===== src/rtl/fctl_pkg.sv =====
// fctl_pkg: constants, field layouts and shared decoding of the fuse calibration/trim loader.
// assumes: every file of the block imports this package; no clock or reset of its own.
package fctl_pkg;

   // store and register widths
   localparam int FUSE_W     = 188;
   localparam int CAL_W      = 110;
   localparam int TRIM_W     = 20;
   localparam int CONST_W    = 11;
   localparam int NUM_GAIN   = 4;
   localparam int NUM_VOLT   = 6;
   localparam int CFG_W      = 17;
   localparam int CNT_W      = 8;
   localparam logic [CONST_W-1:0] CONST_DEFAULT = 11'h60C;   // decimal 1548

   // serial configuration port framing
   localparam int HDR_BITS = 6;
   localparam logic [3:0] MODE_REG_ACCESS = 4'h8;
   localparam int HDR_MODE_LSB = 2;
   localparam int HDR_RW_BIT   = 1;                            // 1 = read
   localparam int HDR_SEL_BIT  = 0;                            // 1 = trim, 0 = calibration

   // fuse read clock: least half period, rounded up
   localparam int CLK_KHZ       = 50000;
   localparam int FUSE_RATE_KHZ = 500;
   localparam int FUSE_HALF_CYC = (CLK_KHZ + 2 * FUSE_RATE_KHZ - 1) / (2 * FUSE_RATE_KHZ);

   // measurement filter scaling
   localparam int RES_W     = 16;
   localparam int PROD_W    = RES_W + CONST_W + 1;
   localparam int CAL_SHIFT = 10;
   localparam logic signed [RES_W-1:0] RES_MAX = 16'sh7FFF;
   localparam logic signed [RES_W-1:0] RES_MIN = 16'sh8001;

   typedef struct packed {
      logic [4:0] trim_csrc;        // 19..15
      logic [4:0] trim_offset;      // 14..10
      logic [4:0] trim_reflevel;    // 9..5
      logic [4:0] trim_reftc;       // 4..0
   } fctl_trim_t;

   typedef struct packed {
      logic [47:0] test_data;
      logic        lock_1;
      logic        lock_0;
      logic        prog_one;
      logic        prog_zero;
      logic        sacrificial;
   } fctl_test_t;

   typedef struct packed {
      logic [4:0]       fuse_spare_field;         // 187..183
      fctl_trim_t       fuse_trim_field;          // 182..163
      logic [CAL_W-1:0] fuse_calibration_field;   // 162..53
      fctl_test_t       fuse_test_field;          // 52..0
   } fctl_fuse_t;

   typedef struct packed {
      logic [2:0] voltage_cal_select;   // 16..14
      logic [3:0] path_upper;           // 13..10
      logic       shunt_path_select;    // 9
      logic       gain_select_high;     // 8
      logic       gain_select_low;      // 7
      logic [6:0] filter_bits;          // 6..0
   } fctl_cfg_t;

   typedef enum logic [2:0] {
      SER_IDLE = 3'b001,
      SER_HDR  = 3'b010,
      SER_DATA = 3'b100
   } fctl_ser_t;

   typedef enum logic [1:0] {
      RD_SHIFT = 2'b01,
      RD_DONE  = 2'b10
   } fctl_rd_t;

   // slice k of the calibration register, first current-gain constant at the top
   function automatic logic [CONST_W-1:0] fctl_slice(input logic [CAL_W-1:0] cal,
                                                     input int k);
      return cal[CAL_W-1-CONST_W*k -: CONST_W];
   endfunction

   // constant chosen for a channel configuration
   function automatic logic [CONST_W-1:0] fctl_pick(input logic [CAL_W-1:0] cal,
                                                    input fctl_cfg_t cfg);
      int k;
      k = 0;
      if (cfg.shunt_path_select) begin
         k = int'({cfg.gain_select_high, cfg.gain_select_low});
         return fctl_slice(cal, k);
      end
      if (int'(cfg.voltage_cal_select) < NUM_VOLT) begin
         k = NUM_GAIN + int'(cfg.voltage_cal_select);
         return fctl_slice(cal, k);
      end
      return CONST_DEFAULT;
   endfunction

endpackage


===== src/rtl/fctl_fuse_reader.sv =====
// fctl_fuse_reader: reads the one-time fuse store serially after reset.
// assumes: the fuse cells present their next bit after each rising FUSE_CLK, msb (187) first.
`timescale 1ns/1ns
module fctl_fuse_reader (
   input  wire logic              clk,
   input  wire logic              rst_b,
   input  wire logic              fuse_bit,
   output fctl_pkg::fctl_fuse_t   fuse_store,
   output logic                   fuse_clk,
   output logic                   fuse_rd_en,
   output logic                   done
);
   import fctl_pkg::*;

   logic [5:0]        half_cnt_ff;
   logic              fuse_clk_ff;
   logic              bit_s1_ff;
   logic              bit_s2_ff;
   logic [FUSE_W-1:0] store_ff;
   logic [CNT_W-1:0]  bits_ff;
   fctl_rd_t          state_ff;

   // pin crosses two flops before use
   always_ff @(posedge clk or negedge rst_b) begin
      if (!rst_b) begin
         bit_s1_ff <= 1'b0;
         bit_s2_ff <= 1'b0;
      end else begin
         bit_s1_ff <= fuse_bit;
         bit_s2_ff <= bit_s1_ff;
      end
   end

   // divider keeps the cell clock at or below the weak-drive limit
   always_ff @(posedge clk or negedge rst_b) begin
      if (!rst_b) begin
         half_cnt_ff <= 6'h00;
         fuse_clk_ff <= 1'b0;
      end else if (state_ff == RD_SHIFT) begin
         if (half_cnt_ff == 6'(FUSE_HALF_CYC - 1)) begin
            half_cnt_ff <= 6'h00;
            fuse_clk_ff <= ~fuse_clk_ff;
         end else begin
            half_cnt_ff <= half_cnt_ff + 6'h01;
         end
      end else begin
         half_cnt_ff <= 6'h00;
         fuse_clk_ff <= 1'b0;
      end
   end

   // sample on the falling cell clock, half a period after the cell moved
   always_ff @(posedge clk or negedge rst_b) begin
      if (!rst_b) begin
         store_ff <= '0;
         bits_ff  <= '0;
         state_ff <= RD_SHIFT;
      end else begin
         unique case (state_ff)
            RD_SHIFT: begin
               if (fuse_clk_ff && half_cnt_ff == 6'(FUSE_HALF_CYC - 1)) begin
                  store_ff <= {store_ff[FUSE_W-2:0], bit_s2_ff};
                  bits_ff  <= bits_ff + 8'h01;
                  if (bits_ff == 8'(FUSE_W - 1)) begin
                     state_ff <= RD_DONE;
                  end
               end
            end
            RD_DONE: begin
               state_ff <= RD_DONE;
            end
         endcase
      end
   end

   assign fuse_store = fctl_fuse_t'(store_ff);
   assign fuse_clk   = fuse_clk_ff;
   assign fuse_rd_en = (state_ff == RD_SHIFT);
   assign done       = (state_ff == RD_DONE);
endmodule // fctl_fuse_reader


===== src/rtl/fctl_top.sv =====
// fctl_top: calibration and trim registers, fuse copy, serial access and constant selection.
// assumes: SCLK, SEN and SDAT_I are asynchronous pins; channel configs and raw results
// come from logic on CLOCK.
//
// Operation
// - fuse store is 188 bits: spare 187-183, trim 182-163, cal 162-53, test 52-0
// - five test-field bits: sacrificial, programmed zero, programmed one, two lock bits
// - five spare fuse bits are reserved and drive nothing
// - fuse trim field holds four 5-bit trims, each defaulting to zero
// - fuse calibration field holds ten 11-bit constants defaulting to 1548
// - fuse cells are clocked no faster than 500 kHz
// - shunt path set: gain bits pick one of four current-gain constants
// - shunt path clear: voltage select 0-5 picks voltage constant, 6-7 pick 1548
// - each conversion result after the fuse copy is corrected with the selected constant
// - power-up copies the fuse calibration field into the calibration register
// - calibration register read/written in access mode 8; writes replace fuse values
// - first current-gain constant at 109-99, last voltage constant at 10-0, default 1548
// - power-up copies the fuse trim field into the trim register
// - trim register read/written in access mode 8; writes replace fuse values
// - trim layout: current source, offset, level, temp-coefficient; all reset to zero
// - voltage select at 16-14, shunt path at 9, gain bits at 8 and 7
// - shunt path set closes the current-sense input switch
`timescale 1ns/1ns
module fctl_top (
   input  wire logic                                CLOCK,
   input  wire logic                                RST_B,
   output logic                                     FUSE_CLK,
   output logic                                     FUSE_RD_EN,
   input  wire logic                                FUSE_BIT,
   input  wire logic                                SCLK,
   input  wire logic                                SEN,
   input  wire logic                                SDAT_I,
   output logic                                     SDAT_O,
   output logic                                     SDAT_OE,
   input  wire fctl_pkg::fctl_cfg_t                 CHAN_A_CFG,
   input  wire fctl_pkg::fctl_cfg_t                 CHAN_B_CFG,
   input  wire logic                                CHAN_B_ACTIVE,
   input  wire logic                                RAW_VALID,
   input  wire logic signed [fctl_pkg::RES_W-1:0]   RAW_RESULT,
   output logic                                     CORR_VALID,
   output logic signed [fctl_pkg::RES_W-1:0]        CORR_RESULT,
   output logic                                     CORR_OVF,
   output logic [fctl_pkg::CONST_W-1:0]             CAL_CONST,
   output logic                                     SHUNT_SWITCH_CLOSE,
   output fctl_pkg::fctl_trim_t                     TRIM_VALUES,
   output logic                                     LOAD_DONE
);
   import fctl_pkg::*;

   fctl_fuse_t        fuse_store;
   logic              fuse_done;
   logic              fuse_clk_w;
   logic              fuse_rd_en_w;
   logic              fuse_clk_ff;
   logic              fuse_rd_en_ff;
   logic              done_q_ff;
   logic              copy_pulse;
   logic              load_done_ff;
   logic [CAL_W-1:0]  cal_ff;
   fctl_trim_t        trim_ff;
   logic              sclk_s1_ff, sclk_s2_ff, sclk_s3_ff;
   logic              sen_s1_ff, sen_s2_ff;
   logic              sdi_s1_ff, sdi_s2_ff;
   logic              sclk_rise;
   logic              sclk_fall;
   fctl_ser_t         ser_ff;
   logic [HDR_BITS-1:0] hdr_ff;
   logic [CNT_W-1:0]  cnt_ff;
   logic [CAL_W-1:0]  shift_ff;
   logic              mode_ok;
   logic              is_read;
   logic              is_trim;
   logic [CNT_W-1:0]  data_len;
   logic              commit_cal;
   logic              commit_trim;
   logic              sdat_o_ff;
   logic              sdat_oe_ff;
   fctl_cfg_t         cfg_sel;
   logic [CONST_W-1:0] cal_const_ff;
   logic              shunt_ff;
   logic signed [PROD_W-1:0] prod;
   logic signed [PROD_W-1:0] scaled;
   logic              corr_valid_ff;
   logic signed [RES_W-1:0] corr_ff;
   logic              corr_ovf_ff;

   // fuse store reader; it owns the slow cell clock
   fctl_fuse_reader u_reader (
      .clk        (CLOCK),
      .rst_b      (RST_B),
      .fuse_bit   (FUSE_BIT),
      .fuse_store (fuse_store),
      .fuse_clk   (fuse_clk_w),
      .fuse_rd_en (fuse_rd_en_w),
      .done       (fuse_done)
   );

   // re-register reader outputs so every top output leaves a flop here
   always_ff @(posedge CLOCK or negedge RST_B) begin
      if (!RST_B) begin
         fuse_clk_ff   <= 1'b0;
         fuse_rd_en_ff <= 1'b0;
      end else begin
         fuse_clk_ff   <= fuse_clk_w;
         fuse_rd_en_ff <= fuse_rd_en_w;
      end
   end

   // one copy pulse when the whole store has been read
   assign copy_pulse = fuse_done & ~done_q_ff;

   always_ff @(posedge CLOCK or negedge RST_B) begin
      if (!RST_B) begin
         done_q_ff    <= 1'b0;
         load_done_ff <= 1'b0;
      end else begin
         done_q_ff <= fuse_done;
         if (copy_pulse) begin
            load_done_ff <= 1'b1;
         end
      end
   end

   // serial pins cross two flops; the third sclk flop only feeds edge detection
   always_ff @(posedge CLOCK or negedge RST_B) begin
      if (!RST_B) begin
         sclk_s1_ff <= 1'b0;
         sclk_s2_ff <= 1'b0;
         sclk_s3_ff <= 1'b0;
         sen_s1_ff  <= 1'b0;
         sen_s2_ff  <= 1'b0;
         sdi_s1_ff  <= 1'b0;
         sdi_s2_ff  <= 1'b0;
      end else begin
         sclk_s1_ff <= SCLK;
         sclk_s2_ff <= sclk_s1_ff;
         sclk_s3_ff <= sclk_s2_ff;
         sen_s1_ff  <= SEN;
         sen_s2_ff  <= sen_s1_ff;
         sdi_s1_ff  <= SDAT_I;
         sdi_s2_ff  <= sdi_s1_ff;
      end
   end

   assign sclk_rise = sclk_s2_ff & ~sclk_s3_ff;
   assign sclk_fall = ~sclk_s2_ff & sclk_s3_ff;

   // header decode: mode nibble, read bit, register select
   assign mode_ok  = (hdr_ff[HDR_MODE_LSB +: 4] == MODE_REG_ACCESS);
   assign is_read  = hdr_ff[HDR_RW_BIT];
   assign is_trim  = hdr_ff[HDR_SEL_BIT];
   assign data_len = is_trim ? CNT_W'(TRIM_W) : CNT_W'(CAL_W);

   // a write commits only when the frame ends with exactly the register's length
   assign commit_cal  = (ser_ff == SER_DATA) && !sen_s2_ff && mode_ok && !is_read
                        && !is_trim && cnt_ff == data_len;
   assign commit_trim = (ser_ff == SER_DATA) && !sen_s2_ff && mode_ok && !is_read
                        && is_trim && cnt_ff == data_len;

   // frame state: enable high frames a transfer, enable low aborts it at any point
   always_ff @(posedge CLOCK or negedge RST_B) begin
      if (!RST_B) begin
         ser_ff <= SER_IDLE;
         hdr_ff <= '0;
         cnt_ff <= '0;
      end else if (!sen_s2_ff) begin
         ser_ff <= SER_IDLE;
         cnt_ff <= '0;
      end else begin
         unique case (ser_ff)
            SER_IDLE: begin
               ser_ff <= SER_HDR;
               cnt_ff <= '0;
            end
            SER_HDR: begin
               if (sclk_rise) begin
                  hdr_ff <= {hdr_ff[HDR_BITS-2:0], sdi_s2_ff};
                  if (cnt_ff == CNT_W'(HDR_BITS - 1)) begin
                     ser_ff <= SER_DATA;
                     cnt_ff <= '0;
                  end else begin
                     cnt_ff <= cnt_ff + 8'h01;
                  end
               end
            end
            SER_DATA: begin
               if (sclk_rise && cnt_ff != 8'hFF) begin
                  cnt_ff <= cnt_ff + 8'h01;   // count saturates at 8'hFF, so overlong frames never commit
               end
            end
         endcase
      end
   end

   // shared shift register: writes shift in on rising sclk, reads shift out on falling
   always_ff @(posedge CLOCK or negedge RST_B) begin
      if (!RST_B) begin
         shift_ff   <= '0;
         sdat_o_ff  <= 1'b0;
         sdat_oe_ff <= 1'b0;
      end else if (!sen_s2_ff) begin
         sdat_oe_ff <= 1'b0;
      end else if (ser_ff == SER_HDR && sclk_rise && cnt_ff == CNT_W'(HDR_BITS - 1)) begin
         // last header bit is hdr_ff[0] after this edge, so decode from the incoming bits
         if (hdr_ff[HDR_MODE_LSB-1 +: 4] == MODE_REG_ACCESS && hdr_ff[HDR_RW_BIT-1]) begin
            if (sdi_s2_ff) begin
               shift_ff  <= {trim_ff, {(CAL_W - TRIM_W){1'b0}}} << 1;
               sdat_o_ff <= trim_ff[TRIM_W-1];
            end else begin
               shift_ff  <= cal_ff << 1;
               sdat_o_ff <= cal_ff[CAL_W-1];
            end
            sdat_oe_ff <= 1'b1;
         end else begin
            shift_ff   <= '0;
            sdat_oe_ff <= 1'b0;
         end
      end else if (ser_ff == SER_DATA) begin
         if (is_read && sclk_fall) begin
            sdat_o_ff <= shift_ff[CAL_W-1];
            shift_ff  <= shift_ff << 1;
         end else if (!is_read && sclk_rise) begin
            shift_ff <= {shift_ff[CAL_W-2:0], sdi_s2_ff};
         end
      end
   end

   // calibration register: serial write wins over the fuse copy in the same cycle
   always_ff @(posedge CLOCK or negedge RST_B) begin
      if (!RST_B) begin
         cal_ff <= {(NUM_GAIN + NUM_VOLT){CONST_DEFAULT}};
      end else if (commit_cal) begin
         cal_ff <= shift_ff;
      end else if (copy_pulse) begin
         cal_ff <= fuse_store.fuse_calibration_field;
      end
   end

   // trim register, same precedence
   always_ff @(posedge CLOCK or negedge RST_B) begin
      if (!RST_B) begin
         trim_ff <= '0;
      end else if (commit_trim) begin
         trim_ff <= fctl_trim_t'(shift_ff[TRIM_W-1:0]);
      end else if (copy_pulse) begin
         trim_ff <= fuse_store.fuse_trim_field;
      end
   end

   // channel in use picks the select bits; spare fuse bits are deliberately left unread
   assign cfg_sel = CHAN_B_ACTIVE ? CHAN_B_CFG : CHAN_A_CFG;

   // constant selection and the current-sense switch, registered for clean outputs
   always_ff @(posedge CLOCK or negedge RST_B) begin
      if (!RST_B) begin
         cal_const_ff <= CONST_DEFAULT;
         shunt_ff     <= 1'b0;
      end else begin
         cal_const_ff <= fctl_pick(cal_ff, cfg_sel);
         shunt_ff     <= cfg_sel.shunt_path_select;
      end
   end

   // correction: raw times constant, scaled back down, clipped to +/-32767
   assign prod   = RAW_RESULT * $signed({1'b0, cal_const_ff});
   assign scaled = prod >>> CAL_SHIFT;

   always_ff @(posedge CLOCK or negedge RST_B) begin
      if (!RST_B) begin
         corr_valid_ff <= 1'b0;
         corr_ff       <= '0;
         corr_ovf_ff   <= 1'b0;
      end else begin
         // results before the copy would use unloaded constants, so they are dropped
         corr_valid_ff <= RAW_VALID && load_done_ff;
         if (RAW_VALID && load_done_ff) begin
            if (scaled > PROD_W'(RES_MAX)) begin
               corr_ff     <= RES_MAX;
               corr_ovf_ff <= 1'b1;
            end else if (scaled < PROD_W'(RES_MIN)) begin
               corr_ff     <= RES_MIN;
               corr_ovf_ff <= 1'b1;
            end else begin
               corr_ff     <= scaled[RES_W-1:0];
               corr_ovf_ff <= 1'b0;
            end
         end
      end
   end

   assign FUSE_CLK           = fuse_clk_ff;
   assign FUSE_RD_EN         = fuse_rd_en_ff;
   assign SDAT_O             = sdat_o_ff;
   assign SDAT_OE            = sdat_oe_ff;
   assign CORR_VALID         = corr_valid_ff;
   assign CORR_RESULT        = corr_ff;
   assign CORR_OVF           = corr_ovf_ff;
   assign CAL_CONST          = cal_const_ff;
   assign SHUNT_SWITCH_CLOSE = shunt_ff;
   assign TRIM_VALUES        = trim_ff;
   assign LOAD_DONE          = load_done_ff;
endmodule // fctl_top


===== config.mk =====
export PLATFORM = sky130hd
export DESIGN_NAME = fctl_top
export DESIGN_NICKNAME = d
export VERILOG_FILES = /design/src/rtl/fctl_pkg.sv /design/src/rtl/fctl_fuse_reader.sv /design/src/rtl/fctl_top.sv
export SDC_FILE = /design/constraint.sdc
export NUM_CORES = 2
export LEC_CHECK = 0
export BUFFER_PORTS_ARGS = -buffer_cell sky130_fd_sc_hd__buf_2
export CAP_MARGIN = 40
export CORE_MARGIN = 2
export CORE_UTILIZATION = 55
export DETAILED_ROUTE_END_ITERATION = 7
export PLACE_DENSITY = 0.79
export SETUP_SLACK_MARGIN = 0.2
export SYNTH_ARGS = -nofsm -noshare
export SYNTH_HDL_FRONTEND = slang
export SYNTH_SLANG_ARGS = --single-unit

===== constraint.sdc =====
create_clock -name CLOCK -period 7.1 [get_ports CLOCK]
set_clock_uncertainty 0.1 [all_clocks]
set_input_delay 1.42 -clock CLOCK [delete_from_list [all_inputs] [get_ports CLOCK]]
set_output_delay 1.42 -clock CLOCK [all_outputs]
set_load 0.02 [all_outputs]

### Word-level counts from Yosys, hierarchy flattened

Cells that the tools add are included.

* bits in registers: 502
* logic and storage cells: 153

* add/subtract/negate cells: 6
* $mul: 3
* magnitude comparators: 3
* equal/unequal tests: 21
* shifts and indexed selects: 2
* mux-type cells: 47
* bitwise gates (word level): 7
* reduce and logical (&&, ||, !) cells: 30

Operators by type and width (number)
* two-way mux 110 bit: 8
* indexed part select 120 x 8 -> 11 bit: 1
* indexed part select 120 x 9 -> 11 bit: 1
* two-way mux 11 bit: 4
* two-way mux 20 bit: 2
* two-way mux 16 bit: 2
* two-way mux 8 bit: 4
* multiplier 16 x 12 -> 28 bit: 1
* one-hot mux 8 bit (3 select lines): 1
* > comparator 18 x 16 -> 1 bit, second input constant: 1
* < comparator 18 x 16 -> 1 bit, second input constant: 1
* two-way mux 17 bit: 1
* adder 8 x 1 -> 8 bit, second input constant: 2
* logical AND 1 bit: 15
* two-way mux 1 bit: 15
* two-way mux 6 bit: 2
* != test 2 x 1 -> 1 bit, second input constant: 5
* two-way mux 3 bit: 3
* AND reduction 3 bit: 3
* subtractor 7 x 8 -> 9 bit, first input constant: 1
* == test 4 bit, second input constant: 2
* == test 8 x 3 -> 1 bit, second input constant: 1
* == test 8 x 7 -> 1 bit: 1
* == test 8 bit, second input constant: 1
* other kinds (27): 41

### Longest topological paths before layout

* depth in word-level cells: 8
* mapped depth: 24

### Modules after synthesis

From an unflattened synthesis, not the netlist that was laid out.

* cell total of the unflattened synthesis: 3538
* area, all modules: 35360.2 µm²

By module, submodules not included
* fctl_top: times used 1, cells each 3065, area an instance 27475.1 µm², sequential area each 7563.5 µm²
* fctl_fuse_reader: times used 1, cells each 473, area an instance 7885.1 µm², sequential area each 5181.2 µm²

### Least setup slack after synthesis

Ideal clock, no wire load.

* kind: input -> register
* start: input port RAW_RESULT[8] (netlist name)
* end: register corr_ff[4] (netlist: CORR_RESULT[4])
* library setup time: 0.064 ns
* arrival time: 6.877 ns
* required time: 6.936 ns
* setup slack: 0.058 ns
* stages on the path: 22
* path buffers: 3
* cell sequence: clkbuf_1 nand2_1 fa_1 inv_1 fa_1 fa_1 fa_1 inv_1 fa_1 inv_1 ha_1 clkbuf_1 a21oi_1 a211oi_1 nand2_1 a2111oi_2 o221ai_1 xnor2_2 o21ai_1 buf_2 a211oi_1 a21o_1

* cells in the longest elaborated chain, start to end: 4
* elaborated cells between the ends (all ways): 5
* those cells by class: 1 x mul; 2 x order compare; 2 x mux

RTL lines
* start: declaration: RTL line fctl_top.sv:39 `input wire logic signed [fctl_pkg::RES_W-1:0] RAW_RESULT,`
* multiplier 16 x 12 -> 28 bit (*): RTL line fctl_top.sv:265 `assign prod = RAW_RESULT * $signed({1'b0, cal_const_ff});`
* < comparator 18 x 16 -> 1 bit: RTL line fctl_top.sv:280 `end else if (scaled < PROD_W'(RES_MIN)) begin`
* two-way mux 16 bit: RTL line fctl_top.sv:280
* two-way mux 16 bit (*): RTL line fctl_top.sv:277 `if (scaled > PROD_W'(RES_MAX)) begin`
* end signal: assignment: RTL line fctl_top.sv:284 `corr_ff <= scaled[RES_W-1:0];`
* end: declaration: RTL line fctl_top.sv:84 `logic signed [RES_W-1:0] corr_ff;`

Mark *: on every way between the ends. The rest lies on a longest branch, timed or not.
A chain may end at the register's enable or synchronous reset.

### Final worst setup path

* start: input port RAW_RESULT[7] (netlist name)
* end: register corr_ff[0] (netlist: CORR_RESULT[0])

Same word-level chain as after synthesis.

==> flow_summary.ini <==
[critical_path]
critPathKind = in2reg
required_ps = 7460
crit_path_max_fanout = 9
r2r-start = CAL_CONST[6]
cp.arrival_ps = 7020
critical_path.startpoint_type = input pin
ff2ff_setup_slack_ps = 540
worst-r2r-cell-count = 20
r2r_end = CORR_RESULT[0]
endpoint_kind = flop

[hold_path]
min_to = sclk_s2_ff
min_path_cells = 0
holdCritStartpoint = sclk_s1_ff
hp-class = reg2reg

[place]
placed_area_um2 = 36440
io_buffers = 90
place_hpwl_mm = 60.50
gp_congestion = 0.9477
dp_cells = 4615

[outcome]
outcome = finished, final reports clean

[die]
fp.dieH_um = 255.7
core_region_area_um2 = 62850
start_util_pct = 55.44
num_rows = 92
pin_count = 113
dieArea_um2 = 65380
die_x_um = 255.7

[timing]
slew_viol_final = 0
finalSetupViolCount = 0
hold_viol = 0
setup_tns_ps = 0
slew_headroom_pct = 8.563
rsz0062_at_grt = true
min_period_ps = 6660
timing.fmax_mhz = 150.2
finalCritPeriodShare_pct = 93.80
worstMarginPinSlew_ps = 1372

[routing]
drc = 0
ant_nets = 0
first_pass_iters = 7
finalWirelength_mm = 89.13
first_iter_violations = 2549
num_vias = 28200
routed_via_density = 5.979
routedWlPerCell_um = 18.90

[grt]
grt_max_degree = 221
grt_pass1_wl_mm = 146.8
grt_pass1_vias = 27550
grt.total_usage_pct = 27.25
grt_overflow = 0
antenna_found_initial = 1

[synthesis]
ys.warnings.count = 0
synth_area_per_cell_um2 = 9.112
syn_inst = 3824
synthArstFlopShare_pct = 100.0
synth_edf_count = 0
yosysSeqAreaShare_pct = 36.22
syn-num-nets = 4118
ys.flop_type = dfrtp_1
synth_seq_cells = 502
synth_cell_type_count = 78
synth_area_um2 = 34840

[power_and_ir_drop]
p_sw_share_pct = 45.55
p_int_mw = 10.57
pwr-share-comb_pct = 69.1
p_per_area_nw_per_um2 = 507.4
clockPowerShare_pct = 14.5
vdd_drop_max_v = 0.001438
p_leak_nw = 17.80
power_frac_seq_pct = 16.3
p_sw_mw = 8.842

[cells_and_area]
area.growth.synth_to_final_pct = 9.810
multiInputGateArea_um2 = 20340
finalNonFillerCells = 4716
drive_above_1_share_pct = 12.25
n_antenna_cell = 0
layout.nets = 4119
fillerInstances = 5280
seq_area_um2 = 12620
final_cell_area_um2 = 38260

[clock_tree]
tritoncts = done
cts_sinks = 502
htree_levels = 2
clockRootBuffer = clkbuf_16
cts_resized = 0
cts_buffer_depth = 3
numCtsBuffers = 54
postCtsHoldBufs = 0
clkLatencyLatePin_ps = 630
cts_setup_buffers = 0
clk_transition_reported_paths_ps = 60

[flow_run]
maxCapViolations = 0
## power by group through the flow
stage / logic, mW / registers, mW / clock network (mW)
final: 13.4 / 3.17 / 2.82
after global routing: 14.9 / 3.18 / 2.98
after CTS: 13.2 / 3.16 / 2.87
after detailed placement: 13.1 / 3.21 / 0
after global placement: 12.8 / 3.21 / 0
after floorplan: 8.77 / 3.19 / 0
## through the flow
stage | hold slack (ps) | power, mW | utilization (%) | setup WS, ps
floorplan | 231.2 | 11.96 | - | 213.3
global placement | 233.8 | 16.03 | 57.81 | -129.4
CTS | 251.1 | 19.26 | 60.83 | 409.7
global route | 254.4 | 21.04 | 60.88 | 194.7
detailed placement | 234.7 | 16.35 | 57.98 | -208.4
finish | 245.8 | 19.41 | 60.88 | 440.0
## layer usage
metal	global-route usage, %	vias up	wire length [um]
met4	9.016	2	2760
met2	44.45	1057	42590
li1	-	12970	-
met3	3.387	203	5773
met1	38.02	13960	37990
met5	0	-	11
## flip-flops by register name, summed over array words and instances, names as in the netlist, 2 cells and up
name,count
u_reader.fuse_store,183
cal_ff,110
shift_ff,110
TRIM_VALUES,20
CORR_RESULT,16
CAL_CONST,11
cnt_ff,8
u_reader.bits_ff,8
hdr_ff,6
u_reader.half_cnt_ff,6
ser_ff,3
u_reader.state_ff,2
## placed cells by master (no fill, tap or decap), types with 27 or more instances in the layout
cell type / instances
a211oi_1: 45
a21oi_1: 192
a22oi_1: 96
and2_1: 59
and3_1: 31
buf_2: 89
buf_4: 109
clkbuf_16: 54
dfrtp_1: 456
dfstp_2: 46
fa_1: 160
ha_1: 73
inv_1: 244
mux2i_1: 360
mux4_2: 83
nand2_1: 945
nand2b_1: 33
nand3_1: 38
nor2_1: 186
nor3_1: 49
o21ai_0: 196
xnor2_1: 27
## logic make-up (layout without fill, tap and decap cells)
family / count (synthesis) / after routing / synth area share [%]
AO/OA/AOI/OAI: 667 / 667 / 11.75
XOR/XNOR: 44 / 44 / 1.128
adder cells (fa/ha/maj): 236 / 236 / 11.94
buffers and inverters: 514 / 560 / 5.853
flip-flops: 502 / 502 / 36.22
multiplexers: 459 / 459 / 16.23
AND/OR/NAND/NOR: 1402 / 1402 / 16.88
## synthesized netlist by cell type, types with 8 or more instances
cell type | instances | area, um^2
a211o_1 | 15 | 131.4
a211oi_1 | 45 | 337.8
a21o_1 | 21 | 157.7
a21oi_1 | 194 | 970.9
a22oi_1 | 96 | 720.7
a31oi_1 | 12 | 75.07
and2_1 | 59 | 369.1
and3_1 | 31 | 193.9
buf_1 | 19 | 71.32
buf_2 | 23 | 115.1
clkbuf_1 | 211 | 792.0
dfrtp_1 | 456 | 11410
dfstp_2 | 46 | 1209
fa_1 | 161 | 3223
ha_1 | 75 | 938.4
inv_1 | 246 | 923.4
mux2_2 | 14 | 157.7
mux2i_1 | 361 | 3613
mux4_2 | 83 | 1869
nand2_1 | 946 | 3551
nand2b_1 | 33 | 206.5
nand3_1 | 39 | 195.2
nand4_1 | 12 | 75.07
nor2_1 | 188 | 705.7
nor2b_1 | 8 | 50.05
nor3_1 | 51 | 255.2
o211ai_1 | 15 | 112.6
o21ai_0 | 196 | 980.9
o22ai_1 | 13 | 81.33
xnor2_1 | 29 | 254.0
xor2_1 | 14 | 122.6
## worst max-delay path by stage
stage,from,slack (ps),endpoint
2_1_floorplan,RAW_RESULT[5],210,CORR_RESULT[4]
3_3_place_gp,RAW_RESULT[7],-130,CORR_OVF
3_5_place_dp,RAW_RESULT[7],-210,CORR_OVF
4_1_cts,RAW_RESULT[7],410,CORR_RESULT[0]
5_1_grt,RAW_RESULT[7],190,CORR_RESULT[0]
6_report,RAW_RESULT[7],440,CORR_RESULT[0]
## cell type report
| type | count | area share [%] |
|---|---|---|
| Clock buffer | 80 | 4.127 |
| Clock inverter | 21 | 0.5657 |
| Tap cell | 846 | 2.767 |
| Multi-Input combinational cell | 2808 | 53.17 |
| Inverter | 249 | 2.459 |
| Timing Repair Buffer | 210 | 3.931 |
| Sequential cell | 502 | 32.98 |
## worst max-delay path, stage by stage
cell,delay [ps]
buf_2,240
nand2_1,130
fa_1,570
inv_1,50
fa_1,550
fa_1,430
fa_1,490
inv_1,50
fa_1,480
inv_1,40
ha_1,300
buf_4,190
nand4_1,120
nor3_1,70
a221oi_1,420
a21oi_2,170
a31oi_1,330
xor2_1,150
or3_1,390
a22oi_1,280
a31oi_1,130
No activity file was read; power rests on OpenSTA's default activity.
